$ cat config.mk
export PLATFORM = sky130hd
export DESIGN_NAME = i2c_extender_bus_timing
export DESIGN_NICKNAME = d
export VERILOG_FILES = /design/src/logic/ext_pkg.sv /design/src/logic/word_fifo_if.sv /design/src/logic/word_fifo.sv /design/src/logic/i2c_extender_bus_timing.sv
export SDC_FILE = /design/constraint.sdc
export NUM_CORES = 1
export LEC_CHECK = 0
export BUFFER_PORTS_ARGS = -buffer_cell sky130_fd_sc_hd__buf_2
export CELL_PAD_IN_SITES_DETAIL_PLACEMENT = 1
export CELL_PAD_IN_SITES_GLOBAL_PLACEMENT = 2
export CORE_AREA = 4 4 197 199
export DETAILED_ROUTE_END_ITERATION = 8
export DIE_AREA = 0 0 201 203
export PLACE_DENSITY_LB_ADDON = 0.1
export SLEW_MARGIN = 10
export SYNTH_ARGS = -nofsm -noshare
export SYNTH_HDL_FRONTEND = slang
export SYNTH_SLANG_ARGS = --single-unit
$ cat constraint.sdc
create_clock -name clk_sys_in -period 2.85 [get_ports clk_sys_in]
set_input_delay 0.1425 -clock clk_sys_in [delete_from_list [all_inputs] [get_ports clk_sys_in]]
set_output_delay 0.1425 -clock clk_sys_in [all_outputs]
set_load 0.02 [all_outputs]
$ cat src/logic/ext_pkg.sv
// Purpose: shared constants for the bus timing of the i2c extender
// Assumes: 125 MHz system clock
// Notes:   per-speed tables are indexed by the decoded speed code
`default_nettype none
package ext_pkg;
	localparam int CLK_MHZ = 125;
	localparam int CW = 25;
	localparam int TW = 11;

	function automatic logic [TW-1:0] ns2cyc(input int ns);
		return TW'((ns * CLK_MHZ + 999) / 1000);
	endfunction

	// power control and bus monitor times
	localparam int ON_LOW_NS = 1000;
	localparam int ON_LOW_CYC = (ON_LOW_NS * CLK_MHZ + 999) / 1000;
	localparam int T_READY_US = 65;
	localparam int READY_CYC = T_READY_US * CLK_MHZ;
	localparam int T_RRST_MS = 180;
	localparam int RRST_CYC = T_RRST_MS * 1000 * CLK_MHZ;
	localparam int T_TIMEOUT_US = 31500;
	localparam int TIMEOUT_CYC = T_TIMEOUT_US * CLK_MHZ;
	localparam int T_IDLE_US = 70;
	localparam int IDLE_CYC = T_IDLE_US * CLK_MHZ;

	// speed codes and three-level pin codes
	localparam logic [1:0] SPD_FMP = 2'h0;
	localparam logic [1:0] SPD_FM = 2'h1;
	localparam logic [1:0] SPD_SM = 2'h2;
	localparam logic [1:0] LVL_MID = 2'h1;
	localparam logic [1:0] LVL_HIGH = 2'h3;

	// remote master timing, one entry per speed code
	localparam logic [TW-1:0] HIGH_CYC [3] = '{ns2cyc(400), ns2cyc(1000), ns2cyc(3800)};
	localparam logic [TW-1:0] LOW_CYC [3] = '{ns2cyc(1000 - 400), ns2cyc(2500 - 1000),
		ns2cyc(10000 - 3800)};
	localparam logic [TW-1:0] PER_CYC [3] = '{ns2cyc(1000), ns2cyc(2500), ns2cyc(10000)};
	localparam logic [TW-1:0] BUF_CYC [3] = '{ns2cyc(600), ns2cyc(1500), ns2cyc(5000)};
	localparam logic [TW-1:0] HDSTA_CYC [3] = '{ns2cyc(300), ns2cyc(800), ns2cyc(4200)};
	localparam logic [TW-1:0] SUSTA_CYC [3] = '{ns2cyc(300), ns2cyc(800), ns2cyc(4800)};
	localparam logic [TW-1:0] SUSTO_CYC [3] = '{ns2cyc(300), ns2cyc(800), ns2cyc(4200)};

	// synchronised pin vector layout
	localparam int P_ON = 0;
	localparam int P_REMOTE = 1;
	localparam int P_SCL = 2;
	localparam int P_SDA = 3;
	localparam int P_LCLK = 4;
	localparam int P_RATE = 5;
	localparam int P_WORD = 9;
	localparam int WORD_W = 10;
	localparam int PIN_W = P_WORD + WORD_W;
	localparam int W_STOP = 8;
	localparam int W_START = 9;
	localparam int FIFO_DEPTH = 4;
endpackage
`default_nettype wire

$ cat src/logic/word_fifo_if.sv
// Purpose: valid/ready carrier between the link capture and the word store
// Assumes: one clock for both sides
// Notes:   store is the buffer side, user the side that fills and drains
`timescale 1ns/1ps
`default_nettype none
interface word_fifo_if #(parameter int W = 10);
	logic         wr_valid;
	logic         wr_ready;
	logic [W-1:0] wr_data;
	logic         rd_valid;
	logic         rd_ready;
	logic [W-1:0] rd_data;
	modport store (input wr_valid, wr_data, rd_ready, output wr_ready, rd_valid, rd_data);
	modport user (output wr_valid, wr_data, rd_ready, input wr_ready, rd_valid, rd_data);
endinterface
`default_nettype wire

$ cat src/logic/word_fifo.sv
// Purpose: small flip-flop fifo for link words
// Assumes: depth is a power of two
// Notes:   full and empty from pointers with one extra wrap bit
`timescale 1ns/1ps
`default_nettype none
module word_fifo #(
	parameter int W     = 10,
	parameter int DEPTH = 4
) (
	input  wire logic       clk_sys_in,
	input  wire logic       nrst_in,
	word_fifo_if.store      f
);
	localparam int AW = $clog2(DEPTH);
	logic [W-1:0] mem_r [DEPTH];
	logic [W-1:0] mem_nxt [DEPTH];
	logic [AW:0]  wp_r, wp_nxt, rp_r, rp_nxt;
	logic         full, empty;

	assign full = (wp_r[AW] != rp_r[AW]) && (wp_r[AW-1:0] == rp_r[AW-1:0]);
	assign empty = (wp_r == rp_r);
	assign f.wr_ready = !full;
	assign f.rd_valid = !empty;
	assign f.rd_data = mem_r[rp_r[AW-1:0]];

	always_comb begin
		mem_nxt = mem_r;
		wp_nxt = wp_r;
		rp_nxt = rp_r;
		if (f.wr_valid && !full) begin
			mem_nxt[wp_r[AW-1:0]] = f.wr_data;
			wp_nxt = wp_r + 1'b1;
		end
		if (f.rd_ready && !empty) begin
			rp_nxt = rp_r + 1'b1;
		end
	end

	always_ff @(posedge clk_sys_in or negedge nrst_in) begin
		if (!nrst_in) begin
			wp_r <= '0;
			rp_r <= '0;
			for (int i = 0; i < DEPTH; i++) begin
				mem_r[i] <= '0;
			end
		end else begin
			wp_r <= wp_nxt;
			rp_r <= rp_nxt;
			mem_r <= mem_nxt;
		end
	end
endmodule
`default_nettype wire

$ cat src/logic/i2c_extender_bus_timing.sv
// Purpose: power control, bus monitor and remote-mode bus master of the extender
// Assumes: all pins asynchronous to clk_sys_in; link words arrive with a slow link clock
// Notes:   remote master writes only; the acknowledge bit is clocked but not checked
//
// Notes on behaviour
// the controlling party holds the power control input low at least 1 us for a valid reset.
// in local mode with the bus idle, ready goes low 65 us after the power control input rises.
// in local mode, power control low for 180 ms is passed on as a remote reset.
// the local side accepts host scl from 10 kHz to 2000 kHz and the host stays in that range.
// the host leaves at least 0.5, 1.3 or 4.7 us bus free between stop and start.
// the host gives a stop setup of at least 0.26, 0.6 or 4 us.
// scl held low for 28 to 35 ms is reported as a timeout.
// the bus is declared idle only after scl has been high for 70 us.
// the remote master's scl period is no less than 1, 2.5 or 10 us.
// the remote master waits at least 0.5, 1.3 or 4.7 us between stop and next start.
// the remote master holds scl high after a start for at least 0.26, 0.6 or 4 us.
// the remote master gives a repeated start setup of at least 0.26, 0.6 or 4.7 us.
// the two three-level speed selects decode to fm+, fm or sm and pick all remote master timing.
// side select low runs local slave behaviour, high runs remote master behaviour.
`timescale 1ns/1ps
`default_nettype none
module i2c_extender_bus_timing #(
	parameter int READY_CYC   = ext_pkg::READY_CYC,
	parameter int RRST_CYC    = ext_pkg::RRST_CYC,
	parameter int TIMEOUT_CYC = ext_pkg::TIMEOUT_CYC,
	parameter int IDLE_CYC    = ext_pkg::IDLE_CYC
) (
	input  wire logic                        clk_sys_in,
	input  wire logic                        nrst_in,
	input  wire logic                        power_on_in,
	input  wire logic                        remote_mode_in,
	input  wire logic [1:0]                  rate_select_first_in,
	input  wire logic [1:0]                  rate_select_second_in,
	input  wire logic                        scl_in,
	output logic                             scl_out,
	output logic                             scl_oe_n_out,
	input  wire logic                        sda_in,
	output logic                             sda_out,
	output logic                             sda_oe_n_out,
	input  wire logic                        link_clk_in,
	input  wire logic [ext_pkg::WORD_W-1:0]  link_word_in,
	output logic                             link_ready_out,
	output logic                             ready_n_out,
	output logic                             remote_reset_out,
	output logic                             scl_timeout_out,
	output logic                             bus_idle_out
);
	localparam int CW = ext_pkg::CW;
	localparam int TW = ext_pkg::TW;
	localparam logic [CW-1:0] ON_LOW_L = CW'(ext_pkg::ON_LOW_CYC);
	localparam logic [CW-1:0] READY_L = CW'(READY_CYC);
	localparam logic [CW-1:0] RRST_L = CW'(RRST_CYC);
	localparam logic [CW-1:0] TIMEOUT_L = CW'(TIMEOUT_CYC);
	localparam logic [CW-1:0] IDLE_L = CW'(IDLE_CYC);

	typedef enum logic [9:0] {
		M_IDLE  = 10'h001, M_START = 10'h002, M_LOW  = 10'h004, M_HIGH  = 10'h008,
		M_HOLD  = 10'h010, M_PRS   = 10'h020, M_SUSTA = 10'h040, M_PSTOP = 10'h080,
		M_SUSTO = 10'h100, M_BUF   = 10'h200
	} mst_e;

	function automatic logic [1:0] speed_of(input logic [1:0] a, input logic [1:0] b);
		if (a == ext_pkg::LVL_HIGH && b == ext_pkg::LVL_HIGH) begin
			return ext_pkg::SPD_FMP;
		end else if (a == ext_pkg::LVL_MID || b == ext_pkg::LVL_MID) begin
			return ext_pkg::SPD_FM;
		end
		return ext_pkg::SPD_SM;
	endfunction

	// pin synchronisers: three stages, a change counts once stages two and three agree
	logic [ext_pkg::PIN_W-1:0] raw, s1_r, s2_r, s3_r, pin_r, pin_nxt;
	assign raw = {link_word_in, rate_select_second_in, rate_select_first_in, link_clk_in,
		sda_in, scl_in, remote_mode_in, power_on_in};
	generate
		for (genvar i = 0; i < ext_pkg::PIN_W; i++) begin : g_sync
			always_comb begin
				pin_nxt[i] = (s2_r[i] == s3_r[i]) ? s3_r[i] : pin_r[i];
			end
		end
	endgenerate

	logic on_f, remote_f, scl_f, lclk_f;
	assign on_f = pin_r[ext_pkg::P_ON];
	assign remote_f = pin_r[ext_pkg::P_REMOTE];
	assign scl_f = pin_r[ext_pkg::P_SCL];
	assign lclk_f = pin_r[ext_pkg::P_LCLK];

	// power control, ready, remote reset, bus monitor
	logic [CW-1:0] on_low_r, on_low_nxt, on_hi_r, on_hi_nxt, scl_lo_r, scl_lo_nxt;
	logic [CW-1:0] scl_hi_r, scl_hi_nxt;
	logic          ready_n_r, ready_n_nxt, rrst_r, rrst_nxt, to_r, to_nxt, idle_r, idle_nxt;
	logic [1:0]    spd_r, spd_nxt;
	logic          lclk_d_r, link_rdy_r;

	always_comb begin
		on_low_nxt = on_f ? '0 : (on_low_r == RRST_L ? on_low_r : on_low_r + 1'b1);
		on_hi_nxt = on_hi_r;
		ready_n_nxt = ready_n_r;
		if (!on_f) begin
			on_hi_nxt = '0;
			if (on_low_r >= ON_LOW_L - 1'b1) begin
				ready_n_nxt = 1'b1;
			end
		end else if ((remote_f || idle_r) && on_hi_r != READY_L) begin
			on_hi_nxt = on_hi_r + 1'b1;
			if (on_hi_r == READY_L - 1'b1) begin
				ready_n_nxt = 1'b0;
			end
		end
		rrst_nxt = !remote_f && !on_f && on_low_r == RRST_L - 1'b1;
		scl_lo_nxt = scl_f ? '0 : (scl_lo_r == TIMEOUT_L ? scl_lo_r : scl_lo_r + 1'b1);
		to_nxt = scl_lo_nxt == TIMEOUT_L;
		scl_hi_nxt = !scl_f ? '0 : (scl_hi_r == IDLE_L ? scl_hi_r : scl_hi_r + 1'b1);
		idle_nxt = scl_hi_nxt == IDLE_L;
		spd_nxt = speed_of(pin_r[ext_pkg::P_RATE +: 2], pin_r[ext_pkg::P_RATE+2 +: 2]);
	end

	// link capture into the word fifo on each rising link clock edge
	word_fifo_if #(.W(ext_pkg::WORD_W)) fq ();
	word_fifo #(.W(ext_pkg::WORD_W), .DEPTH(ext_pkg::FIFO_DEPTH)) u_fifo (
		.clk_sys_in (clk_sys_in),
		.nrst_in    (nrst_in),
		.f          (fq)
	);
	// a word offered while the fifo is full is dropped; the link side must watch ready
	assign fq.wr_valid = lclk_f && !lclk_d_r;
	assign fq.wr_data = pin_r[ext_pkg::P_WORD +: ext_pkg::WORD_W];

	// remote master
	mst_e          st_r, st_nxt;
	logic [TW-1:0] tmr_r, tmr_nxt;
	logic [3:0]    bit_r, bit_nxt;
	logic [7:0]    sh_r, sh_nxt;
	logic          stop_r, stop_nxt, scl_lv_r, scl_lv_nxt, sda_lv_r, sda_lv_nxt, take;
	logic [ext_pkg::WORD_W-1:0] w;
	assign w = fq.rd_data;
	assign fq.rd_ready = take;

	always_comb begin
		st_nxt = st_r;
		tmr_nxt = (tmr_r != '0) ? tmr_r - 1'b1 : tmr_r;
		bit_nxt = bit_r;
		sh_nxt = sh_r;
		stop_nxt = stop_r;
		scl_lv_nxt = scl_lv_r;
		sda_lv_nxt = sda_lv_r;
		take = 1'b0;
		unique case (st_r)
			M_IDLE: if (remote_f && on_f && fq.rd_valid) begin
				take = 1'b1;
				sh_nxt = w[7:0];
				stop_nxt = w[ext_pkg::W_STOP];
				sda_lv_nxt = 1'b0;
				tmr_nxt = ext_pkg::HDSTA_CYC[spd_r] - 1'b1;
				st_nxt = M_START;
			end
			M_START: if (tmr_r == '0) begin
				scl_lv_nxt = 1'b0;
				sda_lv_nxt = sh_r[7];
				bit_nxt = '0;
				tmr_nxt = ext_pkg::LOW_CYC[spd_r] - 1'b1;
				st_nxt = M_LOW;
			end
			M_LOW: if (tmr_r == '0) begin
				scl_lv_nxt = 1'b1;
				tmr_nxt = ext_pkg::HIGH_CYC[spd_r] - 1'b1;
				st_nxt = M_HIGH;
			end
			M_HIGH: if (tmr_r == '0) begin
				scl_lv_nxt = 1'b0;
				tmr_nxt = ext_pkg::LOW_CYC[spd_r] - 1'b1;
				if (bit_r == 4'h8) begin
					sda_lv_nxt = !stop_r;
					st_nxt = stop_r ? M_PSTOP : M_HOLD;
				end else begin
					bit_nxt = bit_r + 1'b1;
					sh_nxt = {sh_r[6:0], 1'b1};
					sda_lv_nxt = sh_r[6];
					st_nxt = M_LOW;
				end
			end
			// scl held low by us while the next word is awaited
			M_HOLD: if (tmr_r == '0 && fq.rd_valid) begin
				take = 1'b1;
				sh_nxt = w[7:0];
				stop_nxt = w[ext_pkg::W_STOP];
				bit_nxt = '0;
				sda_lv_nxt = w[ext_pkg::W_START] ? 1'b1 : w[7];
				tmr_nxt = ext_pkg::LOW_CYC[spd_r] - 1'b1;
				st_nxt = w[ext_pkg::W_START] ? M_PRS : M_LOW;
			end
			M_PRS: if (tmr_r == '0) begin
				scl_lv_nxt = 1'b1;
				tmr_nxt = ext_pkg::SUSTA_CYC[spd_r] - 1'b1;
				st_nxt = M_SUSTA;
			end
			M_SUSTA: if (tmr_r == '0) begin
				sda_lv_nxt = 1'b0;
				tmr_nxt = ext_pkg::HDSTA_CYC[spd_r] - 1'b1;
				st_nxt = M_START;
			end
			M_PSTOP: if (tmr_r == '0) begin
				scl_lv_nxt = 1'b1;
				tmr_nxt = ext_pkg::SUSTO_CYC[spd_r] - 1'b1;
				st_nxt = M_SUSTO;
			end
			M_SUSTO: if (tmr_r == '0) begin
				sda_lv_nxt = 1'b1;
				tmr_nxt = ext_pkg::BUF_CYC[spd_r] - 1'b1;
				st_nxt = M_BUF;
			end
			M_BUF: if (tmr_r == '0) begin
				st_nxt = M_IDLE;
			end
		endcase
		// leaving remote mode or power-down abandons the transfer and frees the bus
		if (!remote_f || !on_f) begin
			st_nxt = M_IDLE;
			scl_lv_nxt = 1'b1;
			sda_lv_nxt = 1'b1;
			take = 1'b0;
		end
	end

	always_ff @(posedge clk_sys_in or negedge nrst_in) begin
		if (!nrst_in) begin
			s1_r <= '0;
			s2_r <= '0;
			s3_r <= '0;
			pin_r <= '0;
			on_low_r <= '0;
			on_hi_r <= '0;
			scl_lo_r <= '0;
			scl_hi_r <= '0;
			ready_n_r <= 1'b1;
			rrst_r <= 1'b0;
			to_r <= 1'b0;
			idle_r <= 1'b0;
			spd_r <= ext_pkg::SPD_SM;
			lclk_d_r <= 1'b0;
			link_rdy_r <= 1'b0;
			st_r <= M_IDLE;
			tmr_r <= '0;
			bit_r <= '0;
			sh_r <= '0;
			stop_r <= 1'b0;
			scl_lv_r <= 1'b1;
			sda_lv_r <= 1'b1;
		end else begin
			s1_r <= raw;
			s2_r <= s1_r;
			s3_r <= s2_r;
			pin_r <= pin_nxt;
			on_low_r <= on_low_nxt;
			on_hi_r <= on_hi_nxt;
			scl_lo_r <= scl_lo_nxt;
			scl_hi_r <= scl_hi_nxt;
			ready_n_r <= ready_n_nxt;
			rrst_r <= rrst_nxt;
			to_r <= to_nxt;
			idle_r <= idle_nxt;
			spd_r <= spd_nxt;
			lclk_d_r <= lclk_f;
			link_rdy_r <= fq.wr_ready;
			st_r <= st_nxt;
			tmr_r <= tmr_nxt;
			bit_r <= bit_nxt;
			sh_r <= sh_nxt;
			stop_r <= stop_nxt;
			scl_lv_r <= scl_lv_nxt;
			sda_lv_r <= sda_lv_nxt;
		end
	end

	// open drain: the level flop doubles as the active-low enable
	assign scl_out = scl_lv_r;
	assign scl_oe_n_out = scl_lv_r;
	assign sda_out = sda_lv_r;
	assign sda_oe_n_out = sda_lv_r;
	assign link_ready_out = link_rdy_r;
	assign ready_n_out = ready_n_r;
	assign remote_reset_out = rrst_r;
	assign scl_timeout_out = to_r;
	assign bus_idle_out = idle_r;

	// helper counters for the checks below
	logic [15:0] stand_r, rise_r;
	always_ff @(posedge clk_sys_in or negedge nrst_in) begin
		if (!nrst_in) begin
			stand_r <= '0;
			rise_r <= '0;
		end else begin
			stand_r <= (scl_lv_nxt != scl_lv_r || sda_lv_nxt != sda_lv_r) ? '0 : stand_r + 1'b1;
			rise_r <= (scl_lv_nxt && !scl_lv_r) ? '0 : rise_r + 1'b1;
		end
	end
endmodule
`default_nettype wire

==> summary.txt, run 1 <==
Floorplanning
  • Num ports: 30
  • Die Span X: 201 µm
  • Starting Density: 0.346
  • Vert. Die Dim: 203 µm
  • FP Rows: 71
  • Area of the core: 0.0372 mm²
  • Die area: 0.0408 mm²

Run
  • Max-Cap Viols: 0

CTS
  • H-Tree Depth: 2
  • Clk_lat worst skew: 550 ps
  • Clk Tree Root Cell: clkbuf_16
  • Worst-path clk slew: 60 ps
  • CTS sink cnt: 262
  • Maximum clock path buffer count: 3
  • CTS tree: built
  • CTS Buf Count: 34

Routing
  • DRT iter0 DRCs: 338
  • Via count: 9538
  • DRT Wirelength: 32800 µm
  • DR top layer: met4
  • DRT Pass-1 Iters: 5
  • Drt drc: 0
  • Via density: 5.29
  • DRT met1 WL: 16500 µm
  • Metal2 WL: 14600 µm
  • Routed Antenna Nets: 0
  • Post-DR wirelength/cell: 18.2 µm
  • Wire length on met3: 899 µm

GRT
  • Largest net degree at the start of global routing: 78
  • GRT Residual Overflow: 0
  • GRT Util Overall: 0.165
  • Vias in the first global route: 10100
  • Number of antenna violations at the first check in global routing: 0
  • First-pass GRT wire length: 55600 µm

Yosys
  • Synth top area cells: dfrtp_1 (50%), mux2_2 (3.6%), xor2_1 (3.4%)
  • Cell Area, Synth: 0.0129 mm²
  • Synth cell count leaders: dfrtp_1 (257), nor2_1 (109), nand2_1 (92), o21ai_0 (54), xor2_1 (50)
  • FF+latch count, synth: 262
  • Top-count cell post-synth: dfrtp_1
  • Post-synth cell types: 81
  • Post-synth top area cell: dfrtp_1
  • Number of flops mapped to enable cells by yosys: 0
  • Syn avg cell area: 10.5 µm²
  • Asr flop ratio synth: 1.00
  • Syn Nets: 1268
  • Sequential area share after synthesis: 0.510
  • Ys flop type: dfrtp_1
  • Top cell type's share of synthesized area: 0.500
  • Post-Synthesis Cells: 1221
  • Synth Warn #: 0

Cells and area
  • Area Growth Syn to Fin: 18.6%
  • N_diodes: 0
  • Final #Nets: 1352
  • Layout Utilization: 0.410
  • Post-Layout Cell Count: 1804
  • Layout cells sized above 1: 0.165

Placement
  • I/O Buffers: 28
  • HPWL Detailed: 22200 µm
  • GPL Wtd Cong: 0.793
  • Placed insts: 1721

Hold path
  • Hold Path Class: in -> async

Timing
  • Count of final hold-check violations: 0
  • Max Slew Vio Count: 0
  • Fin crit share: 0.935
  • Final setup fails: 0
  • Worst hold slack: 136 ps
  • Slew at the pin with the worst max-slew slack: 742 ps
  • Slew HR: 0.502
  • Layout Skew: 22.6 ps
  • Period minus WS final: 2660 ps
  • Fmax: 0.375 GHz

Run status
  • Outcome: complete, no violations

Power and ir drop
  • Pwr/cell area: 776 mW/mm²
  • Pleak: 6.53 nW
  • Worst vdd ir: 360 µV
  • Final Power: 0.0118 W

Critical path
  • Worst Path Arrival: 3110 ps
  • Worst EP required: 3290 ps
  • Crit Path Class: reg -> reg
  • Setup crit start kind: register
  • Crit. End Element: register
  • Crit path max fanout: 6
final cells by class:
cell class / instances / area [µm²]
clock inverters: 15 / 231
fillers: 4112 / 22000
clock buffers: 46 / 977
repair buffers: 102 / 782
well taps: 474 / 593
multi-input cells: 865 / 5960
flip-flops and latches: 262 / 6560
inverters: 40 / 150
layout by cell type (no fill, tap or decap), drive strengths merged, types with 16 or more instances in the layout:
cell	n
or3	23
inv	39
dlygate4sd3	19
maj3	18
xnor2	47
dfrtp	257
nor4	27
nand2	92
clkbuf	46
o21ai	64
and2	24
mux2	43
nor2	110
xor2	50
ha	26
nand3	46
nor3	35
a21oi	40
and4	16
nand4	34
mux2i	18
buf	83
path summary, 6_finish.rpt:
| path | startpoint | depth (start not counted) | slack, ps | end |
|---|---|---|---|---|
| max | scl_lo_r[1]$_DFF_PN0_ | 8 | 190 | scl_timeout_out$_DFF_PN0_ |
| min | nrst_in | 2 | 140 | s2_r[8]$_DFF_PN0_ |
| max reg2reg | scl_lo_r[1]$_DFF_PN0_ | 8 | 190 | scl_timeout_out$_DFF_PN0_ |
| min reg2reg | s1_r[7]$_DFF_PN0_ | 0 | 350 | s2_r[7]$_DFF_PN0_ |
| max in group asynchronous | nrst_in | 3 | 1870 | scl_oe_n_out$_DFFE_PN1P_ |
| min in group clk_sys_in | link_word_in[8] | 2 | 240 | s1_r[17]$_DFF_PN0_ |
power by group:
| part | total (W) | internal (W) | switching [W] |
|---|---|---|---|
| registers | 0.00470 | 0.00430 | 0.000395 |
| logic | 0.00256 | 0.00121 | 0.00135 |
| clock network | 0.00458 | 0.00287 | 0.00170 |
sequential cells by signal, summed over array words and instances (netlist names), 2 cells and up:
name / cells
scl_lo_r: 25
u_fifo.rp_r: 3
on_hi_r: 25
pin_r: 18
bit_r: 4
u_fifo.wp_r: 3
s2_r: 18
s1_r: 18
scl_hi_r: 25
st_r: 10
u_fifo.mem_r: 40
on_low_r: 25
s3_r: 18
sh_r: 8
tmr_r: 11
spd_r: 2
per-layer routing:
metal,vias up,GRT usage
met5,-,0
met4,0,0.0509
met3,47,0.0243
met2,100,0.254
met1,4856,0.240
li1,4535,-
kinds of logic after synthesis:
kind of cell	Yosys count	synth area share
AND/OR/NAND/NOR	473	0.198
flip-flops	262	0.510
AO/OA/AOI/OAI	180	0.0869
XOR/XNOR	97	0.0660
buffers and inverters	94	0.0303
multiplexers	71	0.0691
adder cells (fa/ha/maj)	44	0.0393
what timing repair did:
| action | 4_1_cts | 5_1_grt |
|---|---|---|
| resized for setup | 0 | 10 |
| hold endpoints to repair | 80 | 0 |
| hold buffers | 19 | 0 |
| setup endpoints to repair | 0 | 1 |
| setup buffers | 0 | 3 |
worst max-delay path, stage by stage (launching register included):
cell,delay (ps)
dfrtp_1,440
ha_4,200
nand4_2,170
or4_4,590
nor2_4,120
nand3_2,90
xor2_1,160
or4_4,510
a2111oi_2,280
through the flow:
stage	instance area, µm²	setup TNS, ps	worst slack, ps
4_1_cts	15200	0	111
5_1_grt	15300	-18.8	-18.8
3_5_place_dp	13800	0	115
2_1_floorplan	12900	0	243
3_3_place_gp	13800	0	152
6_report	15300	0	185
No activity file was read; power rests on OpenSTA's default activity.
==> inputs of run 2 (changes only) <==
--- a/config.mk
+++ b/config.mk
@@ -5,13 +5,14 @@
 export SDC_FILE = /design/constraint.sdc
 export NUM_CORES = 1
 export LEC_CHECK = 0
-export BUFFER_PORTS_ARGS = -buffer_cell sky130_fd_sc_hd__buf_2
+export BUFFER_PORTS_ARGS = -buffer_cell sky130_fd_sc_hd__clkbuf_2
+export CAP_MARGIN = 10
 export CELL_PAD_IN_SITES_DETAIL_PLACEMENT = 1
 export CELL_PAD_IN_SITES_GLOBAL_PLACEMENT = 2
 export CORE_AREA = 4 4 197 199
 export DETAILED_ROUTE_END_ITERATION = 8
 export DIE_AREA = 0 0 201 203
-export PLACE_DENSITY_LB_ADDON = 0.1
+export PLACE_DENSITY = 0.71
 export SLEW_MARGIN = 10
 export SYNTH_ARGS = -nofsm -noshare
 export SYNTH_HDL_FRONTEND = slang
==> run 2 against run 1 <==
Against the previous run:
- design area shrank 1.7%
- final cell count shrank 0.89%
- maximum frequency is 0.13% higher
- critical path type unchanged
==> summary.txt, run 2 (synthesis gave the netlist of run 1 again) <==
Cells and area
  • Flip-flop and latch area: 0.00656 mm²
  • Area Growth Syn to Fin: 16.5%
  • Commonest cells after routing, fill and taps aside: dfrtp_1 (257), nor2_1 (109), nand2_1 (92)
  • N_diodes: 0
  • Final Cell Area: 0.0150 mm²
  • Fillers: 4098
  • Largest register FFs: 40
  • Layout Utilization: 0.403
  • Most common cell after layout, fill and taps aside: dfrtp_1
  • Most flop-heavy register: u_fifo.mem_r
  • Final #Nets: 1337
  • Area of the multi-input gates: 0.00594 mm²
  • Layout cells sized above 1: 0.156

CTS
  • Clk Tree Root Cell: clkbuf_16
  • Clk_lat worst skew: 560 ps
  • CTS tree: built
  • H-Tree Depth: 1
  • CTS sink cnt: 262
  • Worst-path clk slew: 70 ps
  • CTS Buf Count: 30
  • Maximum clock path buffer count: 3

Critical path
  • R2R setup slack: 190 ps
  • RR Endpoint: scl_timeout_out$_DFF_PN0_
  • FF-to-FF Start: scl_lo_r[1]$_DFF_PN0_
  • Most used cell, CP: or4_4
  • CP bufs+invs: 0
  • Setup crit start kind: register
  • Crit-path leading delay family: simple AND/OR/NAND/NOR gates
  • CP cell instances: ha_2 -> nand4_2 -> or4_4 -> nor2_4 -> nand3_2 -> xor2_1 -> or4_4 -> a2111oi_2
  • WP depth: 8
  • Worst r2r path cells: 8
  • CP endpoint: scl_timeout_out$_DFF_PN0_
  • Worst Path Arrival: 3110 ps
  • Worst stage delay on the critical path: 570 ps
  • Worst EP required: 3290 ps
  • Crit. End Element: register
  • Crit path max fanout: 6
  • Crit Path Class: reg -> reg
  • Critical Path Source: scl_lo_r[1]$_DFF_PN0_
  • Slowest cell on crit path: or4_4

Timing
  • Layout Skew: 15.8 ps
  • Slew HR: 0.561
  • Period minus WS final: 2660 ps
  • Max Slew Vio Count: 0
  • Fin crit share: 0.934
  • Count of final hold-check violations: 0
  • Worst hold slack: 139 ps
  • Slew at the pin with the worst max-slew slack: 656 ps
  • RSZ-0062 raised after global routing: false
  • Final setup fails: 0
  • Fmax: 0.376 GHz
  • Setup_tns: 0 ps

Hold path
  • Hold Path Class: in -> async

GRT
  • Number of antenna violations at the first check in global routing: 0
  • GRT Util Overall: 0.156
  • GRT Residual Overflow: 0
  • Vias in the first global route: 10100
  • First-pass GRT wire length: 53700 µm
  • Largest net degree at the start of global routing: 76

Routing
  • DRT met1 WL: 14600 µm
  • Drt drc: 0
  • Metal2 WL: 15300 µm
  • DRT Pass-1 Iters: 4
  • DR top layer: met4
  • Wire length on met3: 911 µm
  • Post-DR wirelength/cell: 17.6 µm
  • Via count: 9414
  • DRT iter0 DRCs: 491
  • Routed Antenna Nets: 0
  • DRT Wirelength: 31400 µm
  • Via density: 5.27

Floorplanning
  • Num ports: 30
  • FP Rows: 71
  • Die Span X: 201 µm
  • Die area: 0.0408 mm²
  • Area of the core: 0.0372 mm²
  • Starting Density: 0.346
  • Vert. Die Dim: 203 µm

Power and ir drop
  • Worst vdd ir: 485 µV
  • Pleak: 6.39 nW
  • Pwr/cell area: 748 mW/mm²
  • Final Power: 0.0112 W

Run status
  • Outcome: complete, no violations

Placement
  • I/O Buffers: 28
  • HPWL Detailed: 21700 µm
  • GPL Wtd Cong: 0.801
  • Dpl cell area: 0.0137 mm²

Run
  • Max-Cap Viols: 0
==> run 2: how the worst min path moves through the flow <==
stage,start,slack [ps],endpoint
2_1_floorplan,nrst_in,-150,bit_r[0]$_DFFE_PN0P_
3_3_place_gp,nrst_in,180,on_low_r[4]$_DFFE_PN0P_
3_5_place_dp,nrst_in,180,on_low_r[18]$_DFFE_PN0P_
4_1_cts,nrst_in,160,on_low_r[3]$_DFFE_PN0P_
5_1_grt,nrst_in,200,on_low_r[4]$_DFFE_PN0P_
6_report,nrst_in,140,on_low_r[4]$_DFFE_PN0P_
==> run 2: cell type report <==
class                      count  share of cell area
timing repair buffer          91              0.0472
inverter                      40              0.0100
sequential                   262               0.438
clock buffer                  37              0.0559
clock inverter                19              0.0137
tap                          474              0.0396
multi-input combinational    865               0.396
==> run 2: power breakdown <==
part | switching, W | total, W | internal [W]
Sequential | 0.000389 | 0.00469 | 0.00430
Combinational | 0.00133 | 0.00251 | 0.00118
Clock | 0.00163 | 0.00402 | 0.00238
==> run 2: per-stage QoR <==
step / worst slack, ps / std cells
3_3_place_gp: 224 / 1712
2_1_floorplan: 243 / 1221
5_1_grt: 5.35 / 1788
4_1_cts: 131 / 1787
3_5_place_dp: 110 / 1712
6_report: 188 / 1788
==> run 2: per-layer routing <==
metal,track usage,vias up
met1,0.215,4766
li1,-,4504
met4,0.0381,0
met2,0.264,99
met5,0,-
met3,0.0198,45
==> run 2: what timing repair did <==
item                                   in CTS  in global routing
buffers inserted                            0                  1
setup endpoints to repair                   0                  2
hold buffers                               19                  0
gates resized for setup                     0                  4
endpoints found under the hold margin      89                  0
